### config.mk
export PLATFORM = sky130hd
export DESIGN_NAME = rcbs_top
export DESIGN_NICKNAME = d
export VERILOG_FILES = /design/src/verilog/rcbs_pkg.sv /design/src/verilog/rcbs_sync2.sv /design/src/verilog/rcbs_top.sv
export SDC_FILE = /design/constraint.sdc
export NUM_CORES = 1
export LEC_CHECK = 0
export ABC_AREA = 0
export BUFFER_PORTS_ARGS = -buffer_cell sky130_fd_sc_hd__buf_2
export CORE_UTILIZATION = 39
export CTS_CLUSTER_DIAMETER = 40
export DETAILED_ROUTE_END_ITERATION = 8
export PLACE_DENSITY = 0.78
export SYNTH_ARGS = -nofsm -noshare
export SYNTH_HDL_FRONTEND = slang
export SYNTH_SLANG_ARGS = --single-unit
### constraint.sdc
create_clock -name I_CLK -period 1.4 [get_ports I_CLK]
set_clock_uncertainty 0.15 [all_clocks]
set_input_delay 0.28 -clock I_CLK [delete_from_list [all_inputs] [get_ports I_CLK]]
set_output_delay 0.28 -clock I_CLK [all_outputs]
set_load 0.01 [all_outputs]
### src/verilog/rcbs_pkg.sv
// Purpose: Shared constants for reset configuration and bus pin routing.
// Assumes: 16-bit IO port space, one 25 MHz core clock.
// Notes:   Field positions of the routing register live here; addr_gpio_a also hard-codes bits 5:0.
package rcbs_pkg;

    // ------------------------------------------------------------
    // Register map
    // ------------------------------------------------------------
    localparam logic [15:0] RCBS_ROUTING_ADDR = 16'h1C00;
    localparam logic [14:0] RCBS_ROUTING_RESET = 15'h0000;
    localparam int unsigned RCBS_RSVD_BIT = 15;
    localparam logic RCBS_RSVD_VALUE = 1'b0;

    // ------------------------------------------------------------
    // Field layout of the routing register
    // ------------------------------------------------------------
    localparam int unsigned RCBS_PAR_LSB = 12;
    localparam int unsigned RCBS_PAR_W = 3;
    localparam int unsigned RCBS_SP1_LSB = 10;
    localparam int unsigned RCBS_SP2_LSB = 8;
    localparam int unsigned RCBS_SP_W = 2;
    localparam int unsigned RCBS_ADDR_GPIO_LSB = 0;
    localparam int unsigned RCBS_ADDR_GPIO_W = 6;

    // ------------------------------------------------------------
    // Timing
    // ------------------------------------------------------------
    // Consecutive cycles the regulator must sit above threshold
    localparam int unsigned RCBS_SUPPLY_FILTER_CYCLES = 4;

    // Types
    typedef logic [RCBS_PAR_W-1:0] rcbs_par_mode_t;
    typedef logic [RCBS_SP_W-1:0] rcbs_sp_mode_t;

endpackage

### src/verilog/rcbs_sync2.sv
// Purpose: Two-flop synchroniser for asynchronous pin levels.
// Assumes: Inputs are slow static levels; no bus coherency needed.
// Notes:   First stage is read only by the second stage.
`timescale 1ns/1ps
module rcbs_sync2 #(
    parameter int unsigned WIDTH = 1
) (
    input wire logic i_clk,
    input wire logic i_rst_b,
    input wire logic [WIDTH-1:0] i_async,
    output logic [WIDTH-1:0] o_sync
);

    logic [WIDTH-1:0] meta_q;
    logic [WIDTH-1:0] sync_q;

    // Two stages to settle metastability
    always_ff @(posedge i_clk or negedge i_rst_b) begin
        if (!i_rst_b) begin
            meta_q <= '0;
            sync_q <= '0;
        end else begin
            meta_q <= i_async;
            sync_q <= meta_q;
        end
    end

    assign o_sync = sync_q;

endmodule

### src/verilog/rcbs_top.sv
// Purpose: Reset configuration straps and external bus pin routing.
// Assumes: I_RST_B is the external reset pin; comparator is analogue.
// Notes:   Clock muxing itself is outside; this block drives selects.
`timescale 1ns/1ps

module rcbs_top #(
    parameter int unsigned SUPPLY_FILTER_CYCLES =
        rcbs_pkg::RCBS_SUPPLY_FILTER_CYCLES
) (
    input wire logic I_CLK,
    input wire logic I_RST_B,
    input wire logic I_CORE_REGULATOR_ENABLE_PIN,
    input wire logic I_CORE_REGULATOR_OUTPUT_ABOVE,
    input wire logic I_CLOCK_SOURCE_SELECT,
    input wire logic [15:0] I_IO_ADDR,
    input wire logic I_IO_WR,
    input wire logic I_IO_RD,
    input wire logic [15:0] I_IO_WDATA,
    output logic [15:0] O_IO_RDATA,
    output logic O_SUPPLY_GOOD,
    output logic O_CORE_RESET_B,
    output logic O_SYSCLK_FROM_EXTERNAL,
    output logic O_RTC_FROM_OSCILLATOR,
    output rcbs_pkg::rcbs_par_mode_t O_PARALLEL_PORT_MODE,
    output rcbs_pkg::rcbs_sp_mode_t O_SERIAL_PORT1_MODE,
    output rcbs_pkg::rcbs_sp_mode_t O_SERIAL_PORT2_MODE,
    output logic [5:0] O_ADDR_PIN_GENERAL_IO
);
    import rcbs_pkg::*;

    // ------------------------------------------------------------
    // Declarations
    // ------------------------------------------------------------
    localparam int unsigned CNT_W = $clog2(SUPPLY_FILTER_CYCLES + 1);
    localparam logic [CNT_W-1:0] CNT_MAX =
        CNT_W'(SUPPLY_FILTER_CYCLES - 1);

    logic [2:0] pins_s;
    logic reg_bypass_s;
    logic volt_above_s;
    logic clk_sel_s;
    logic [CNT_W-1:0] filt_cnt_q;
    logic [CNT_W-1:0] filt_cnt_d;
    logic supply_good_q;
    logic supply_good_d;
    logic core_reset_b_q;
    logic sysclk_ext_q;
    logic rtc_osc_q;
    logic [14:0] routing_q;
    logic [14:0] routing_d;
    logic [15:0] rdata_q;
    logic [15:0] rdata_d;
    logic wr_hit;
    logic rd_hit;
    logic [15:0] read_word;
    logic volt_ok;

    // Address decode shared by reads and writes
    function automatic logic port_hit(input logic [15:0] addr);
        port_hit = (addr == RCBS_ROUTING_ADDR);
    endfunction

    // ------------------------------------------------------------
    // Pin synchronisers
    // ------------------------------------------------------------
    // Straps and comparator are asynchronous to the core clock
    rcbs_sync2 #(
        .WIDTH(3)
    ) u_pin_sync (
        .i_clk(I_CLK),
        .i_rst_b(I_RST_B),
        .i_async({I_CORE_REGULATOR_ENABLE_PIN,
                  I_CORE_REGULATOR_OUTPUT_ABOVE,
                  I_CLOCK_SOURCE_SELECT}),
        .o_sync(pins_s)
    );

    assign reg_bypass_s = pins_s[2];
    assign volt_above_s = pins_s[1];
    assign clk_sel_s = pins_s[0];

    // ------------------------------------------------------------
    // Supply good and internal reset
    // ------------------------------------------------------------
    // Filter rejects comparator chatter near the threshold
    assign volt_ok = volt_above_s && (filt_cnt_q == CNT_MAX);
    assign filt_cnt_d = !volt_above_s ? '0 :
                        volt_ok ? filt_cnt_q :
                        filt_cnt_q + CNT_W'(1);
    // Bypass forces good; otherwise wait for filtered threshold
    assign supply_good_d = reg_bypass_s || volt_ok;

    always_ff @(posedge I_CLK or negedge I_RST_B) begin
        if (!I_RST_B) begin
            filt_cnt_q <= '0;
            supply_good_q <= 1'b0;
        end else begin
            filt_cnt_q <= filt_cnt_d;
            supply_good_q <= supply_good_d;
        end
    end

    // Pin reset clears this flop; release waits for supply good
    always_ff @(posedge I_CLK or negedge I_RST_B) begin
        if (!I_RST_B) begin
            core_reset_b_q <= 1'b0;
        end else begin
            core_reset_b_q <= supply_good_q;
        end
    end

    // ------------------------------------------------------------
    // Clock source selection
    // ------------------------------------------------------------
    // Strap is static, so a glitch-free mux downstream is enough
    always_ff @(posedge I_CLK or negedge I_RST_B) begin
        if (!I_RST_B) begin
            sysclk_ext_q <= 1'b0;
            rtc_osc_q <= 1'b0;
        end else begin
            sysclk_ext_q <= clk_sel_s;
            rtc_osc_q <= 1'b1;
        end
    end

    // ------------------------------------------------------------
    // Routing register on the IO port
    // ------------------------------------------------------------
    assign wr_hit = I_IO_WR && port_hit(I_IO_ADDR);
    assign rd_hit = I_IO_RD && port_hit(I_IO_ADDR);
    // Only bits below the reserved one are stored
    assign routing_d = wr_hit ? I_IO_WDATA[14:0] : routing_q;
    assign read_word = {RCBS_RSVD_VALUE, routing_q};
    // Unmapped reads answer zero; idle cycles keep last answer
    assign rdata_d = rd_hit ? read_word :
                     I_IO_RD ? 16'h0000 : rdata_q;

    always_ff @(posedge I_CLK or negedge I_RST_B) begin
        if (!I_RST_B) begin
            routing_q <= RCBS_ROUTING_RESET;
            rdata_q <= 16'h0000;
        end else begin
            routing_q <= routing_d;
            rdata_q <= rdata_d;
        end
    end

    // ------------------------------------------------------------
    // Outputs
    // ------------------------------------------------------------
    // Routing fields are the register itself: effect next cycle
    assign O_PARALLEL_PORT_MODE =
        routing_q[RCBS_PAR_LSB +: RCBS_PAR_W];
    assign O_SERIAL_PORT1_MODE = routing_q[RCBS_SP1_LSB +: RCBS_SP_W];
    assign O_SERIAL_PORT2_MODE = routing_q[RCBS_SP2_LSB +: RCBS_SP_W];
    // One bit per address pin; bit 0 is the lowest pin
    assign O_ADDR_PIN_GENERAL_IO =
        routing_q[RCBS_ADDR_GPIO_LSB +: RCBS_ADDR_GPIO_W];
    assign O_IO_RDATA = rdata_q;
    assign O_SUPPLY_GOOD = supply_good_q;
    assign O_CORE_RESET_B = core_reset_b_q;
    assign O_SYSCLK_FROM_EXTERNAL = sysclk_ext_q;
    assign O_RTC_FROM_OSCILLATOR = rtc_osc_q;
endmodule

After elaboration in Yosys (flattened, before gate mapping)
Index checks and enable logic that the tools add are counted.
W data, S select, Z words.
{ "word_totals": {"output_inout_bits": 33, "ramBits": 0, "in_bits": 39, "memories": 0, "mem_bits_ro": 0, "latchBits": 0, "ff_bits": 44} }
{ "classes": {"shifts": 0, "reduce_logical": 5, "mux": 4, "n_lt_le_gt_ge": 0, "div": 0, "n_addsub": 1, "n_bitwise": 0, "n_eq_ne": 3, "mul": 0} }
{ "ops": {"columns": ["operator", "n"], "rows": [
  ["$mux W16", 2],
  ["$eq A16 B13 Y1 const B", 1],
  ["$mux W3", 2],
  ["$add A3 B1 Y3 const B", 1],
  ["$eq A3 B2 Y1 const B", 1],
  ["$logic_and A1 B1 Y1", 3],
  ["$ne A2 B2 Y1 const B", 1],
  ["$reduce_bool A2 Y1", 1],
  ["$logic_or A1 B1 Y1", 1]
]} }

Longest topological paths before layout
{ "logic_depth": {"word_depth": 4, "mapped_depth": 6, "mapped_depth_nobuf": 5} }

Hierarchy
Synthesis repeated with hierarchy kept, for this count alone.
{ "unflattened": {"hier_cells": 112, "hier_area_um2": 1715.4} }
{ "by_module_without_submodules": {"columns": ["mod", "area_per_inst_um2", "instances", "cells_per_inst"], "rows": [
  ["rcbs_top", 1565.3, 1, 106],
  ["rcbs_sync2", 150.1, 1, 6]
]} }

Worst setup path after synthesis
Ideal clock, no wire load.
{ "synth_timing": {"path_type": "in2reg", "start": "in I_IO_ADDR[6]", "end": "reg routing_q[0]", "arrival_time_ns": 1.295, "slack_ns": -0.170, "setup_ns": 0.125, "cell_stages": 5, "path_cell_list": "nor4b_2 > and3_2 > nand3_4 > buf_6 > mux2_4"} }
{ "synth_between": {"elab_chain_cells": 2} }
{ "synth_rtl": {"columns": ["item", "line_no", "source"], "rows": [
  ["start, declared", "rcbs_top.sv:15", "input wire logic [15:0] I_IO_ADDR,"],
  ["$eq A16 B13 Y1", "rcbs_top.sv:60", "port_hit = (addr == RCBS_ROUTING_ADDR);"],
  ["$logic_and A1 B1 Y1", "rcbs_top.sv:129", "assign wr_hit = I_IO_WR && port_hit(I_IO_ADDR);"],
  ["end signal, assigned", "rcbs_top.sv:143", "routing_q <= routing_d;"],
  ["end, declared", "rcbs_top.sv:49", "logic [14:0] routing_q;"]
]} }
No other way between the ends.
A chain may end at the register's enable or synchronous reset.

Worst setup path in the final report
{ "layout_timing": {"start": "in I_IO_ADDR[2]", "end": "reg routing_q[9]"} }
Same word-level chain as after synthesis.

==> out/results.ini <==
[yosys]
syn_nets = 153
synth_area_per_cell_um2 = 15.3
synth_mux_area_frac = 0.126
yosys.area_share.simple = 0.0547
synth_compound_area_frac = 0.0839
synth_cell_types = 24
yosys_warnings = 0
synth_fa_ha_area_frac = 0.0146
synth-xor-area-share = 0.00511
synth.ff_latch_count = 43
yosysSeqAreaShare = 0.627
syn-cell-area_um2 = 1720
syn_inst = 112
synth_top_family_by_area = multiplexers

[finish]
mostFrequentLayoutCell = buf_2
final_cells = 229
fin_util = 0.559
nNetsFinal = 219
fillCellCount = 346
design_area_um2 = 2300
synthToLayoutAreaGrowth_pct = 34.1
n_antenna_cell = 0
drive_gt1_frac = 0.575
final_cell_mix = buf_2, dfrtp_1, a22o_1, mux2_4

[route]
first_iter_violations = 43
vias = 1086
detail_route.wirelength_mm = 3.10
viasPerCell = 4.74
drtAntennaViolNets = 0
drcViolationCount = 0
dr.pass1.iters = 4
post_drt_wl_per_cell_um = 13.6

[critical_path]
startpoint_type = input pin
cp_max_fo = 15
cpPeakStageDelay_ps = 300
critPathRequiredTime_ps = 1420
end_kind = register
worstPathArrival_ps = 1410
critPathKind = input pin to register
cp_cell_sequence = buf_2, nor4_4, and3_4, nand3_4, buf_12, mux2_4
r2r.worst_path.cells = 4
crit_slowest_cell = mux2_4

[cts]
clock_sinks = 43
cts_made_buffers = 5
cts_max_level = 2
cts_buffer_depth = 2
cts_tree = built
cts_root_buf = clkbuf_8
clk_latency_ps = 280
clk_pin_slew_ps = 80

[floorplan]
pin_count = 72
dieArea_um2 = 4670
die_width_um = 68.3
dieHeight_um = 68.3
rows = 23
initial_core_util = 0.417
core_um2 = 4120

[global_route]
grt_overflow_total = 0
grt_start_max_net_pins = 32
antenna_found_initial = 0
grt_pass1_vias = 1062
track_usage = 0.142
grt_pass1_wl_mm = 4.77

[sta]
slew_violations = 0
max_freq_mhz = 721
rsz0062_at_grt = true
finalSetupViolations = 0
finalHoldViolCount = 0
fin_crit_ps = 1390
tns_ps = 0
min_period_over_period = 0.991

[placement]
hpwl_mm = 2.24
routabilityCongestion = 0.700
io_buffers = 69
dp_cells = 216
placed_area_um2 = 2090

[pwr]
power.density_nw_per_um2 = 1130
p_leak_nw = 1.26
finalPower_mw = 2.60
vdd_drop_max_mv = 0.396

[worst_hold_path]
hold_path_depth = 2
hp-class = input pin to register

[status]
outcome = finished clean

[flow_run]
max_cap_violations = 0

==> through the flow <==
step           worst slack [ps]  hold slack, ps
4_1_cts                    12.0            58.8
2_1_floorplan              -157            -166
3_5_place_dp               -299            42.2
3_3_place_gp               -268            36.3
6_report                   12.4            71.3
5_1_grt                   -18.0            56.0
==> Yosys cell counts (all sizes together) <==
cell / instances / area share
a21o: 1 / 0.0044
a22o: 15 / 0.077
and2: 2 / 0.0073
and3: 2 / 0.0080
and4bb: 1 / 0.0073
buf: 17 / 0.077
clkbuf: 1 / 0.0022
conb: 2 / 0.0044
dfrtp: 43 / 0.63
ha: 2 / 0.015
inv: 2 / 0.0044
mux2: 15 / 0.12
mux2i: 1 / 0.0058
nand2: 1 / 0.0022
nand3: 1 / 0.010
nor2b: 1 / 0.0036
nor4: 2 / 0.0073
nor4b: 1 / 0.0088
o21ai: 1 / 0.0029
xnor2: 1 / 0.0051
==> flip-flops by register name (all words and copies together), names as in the netlist, 3 cells and up <==
signal	cells
O_IO_RDATA	15
routing_q	15
filt_cnt_q	3
u_pin_sync.meta_q	3
u_pin_sync.o_sync	3
==> what timing repair did <==
action                                 CTS  global route
pin swaps                                0             1
setup endpoints to repair                2            16
resized for setup                        1             5
endpoints found under the hold margin   15             0
setup buffers                            0             1
hold buffers                             4             0
==> cell families after synthesis <==
kind of cell,after synthesis
flip-flops,43
buffers and inverters,20
AO/OA/AOI/OAI,17
multiplexers,16
AND/OR/NAND/NOR,11
adder cells (fa/ha/maj),2
other,2
XOR/XNOR,1
==> final cells by class <==
type                            count  area, um2  share of cell area
Clock buffer                        6       72.6              0.0316
Tap cell                           50       62.6              0.0272
Multi-Input combinational cell     49        543               0.236
Timing Repair Buffer               77        478               0.208
Inverter                            2       7.51             0.00326
Clock inverter                      2       60.1              0.0261
Sequential cell                    43       1080               0.468
==> path summary, 6_finish.rpt <==
path / from / end / slack [ps]
min in group asynchronous: I_RST_B / u_pin_sync.o_sync[1] / 270
min reg2reg: u_pin_sync.o_sync[0] / O_SYSCLK_FROM_EXTERNAL / 200
max in group asynchronous: I_RST_B / O_IO_RDATA[14] / 370
max reg2reg: filt_cnt_q[0] / filt_cnt_q[2] / 80
max: I_IO_ADDR[2] / routing_q[9] / 10
min: I_IO_WDATA[14] / routing_q[14] / 70
==> power by group <==
part	leakage, nW	internal [mW]	switching (mW)	total (mW)
logic	0.622	0.107	0.0904	0.198
clock network	0.0654	0.713	0.402	1.11
registers	0.575	1.27	0.0140	1.29
total	1.26	2.09	0.506	2.60
==> routing by layer <==
metal	share of wire	up-vias	GRT usage
li1	-	508	-
met1	0.42	524	0.174
met2	0.50	52	0.230
met3	0.067	2	0.0517
met4	0.0093	0	0.0469
met5	0	-	0
==> critical path, delay by kind of cell <==
family / cells / cell delay, ps
buffers and inverters: 2 / 270
muxes: 1 / 300
and+or+nand+nor: 3 / 550
No activity file was read; power rests on OpenSTA's default activity.
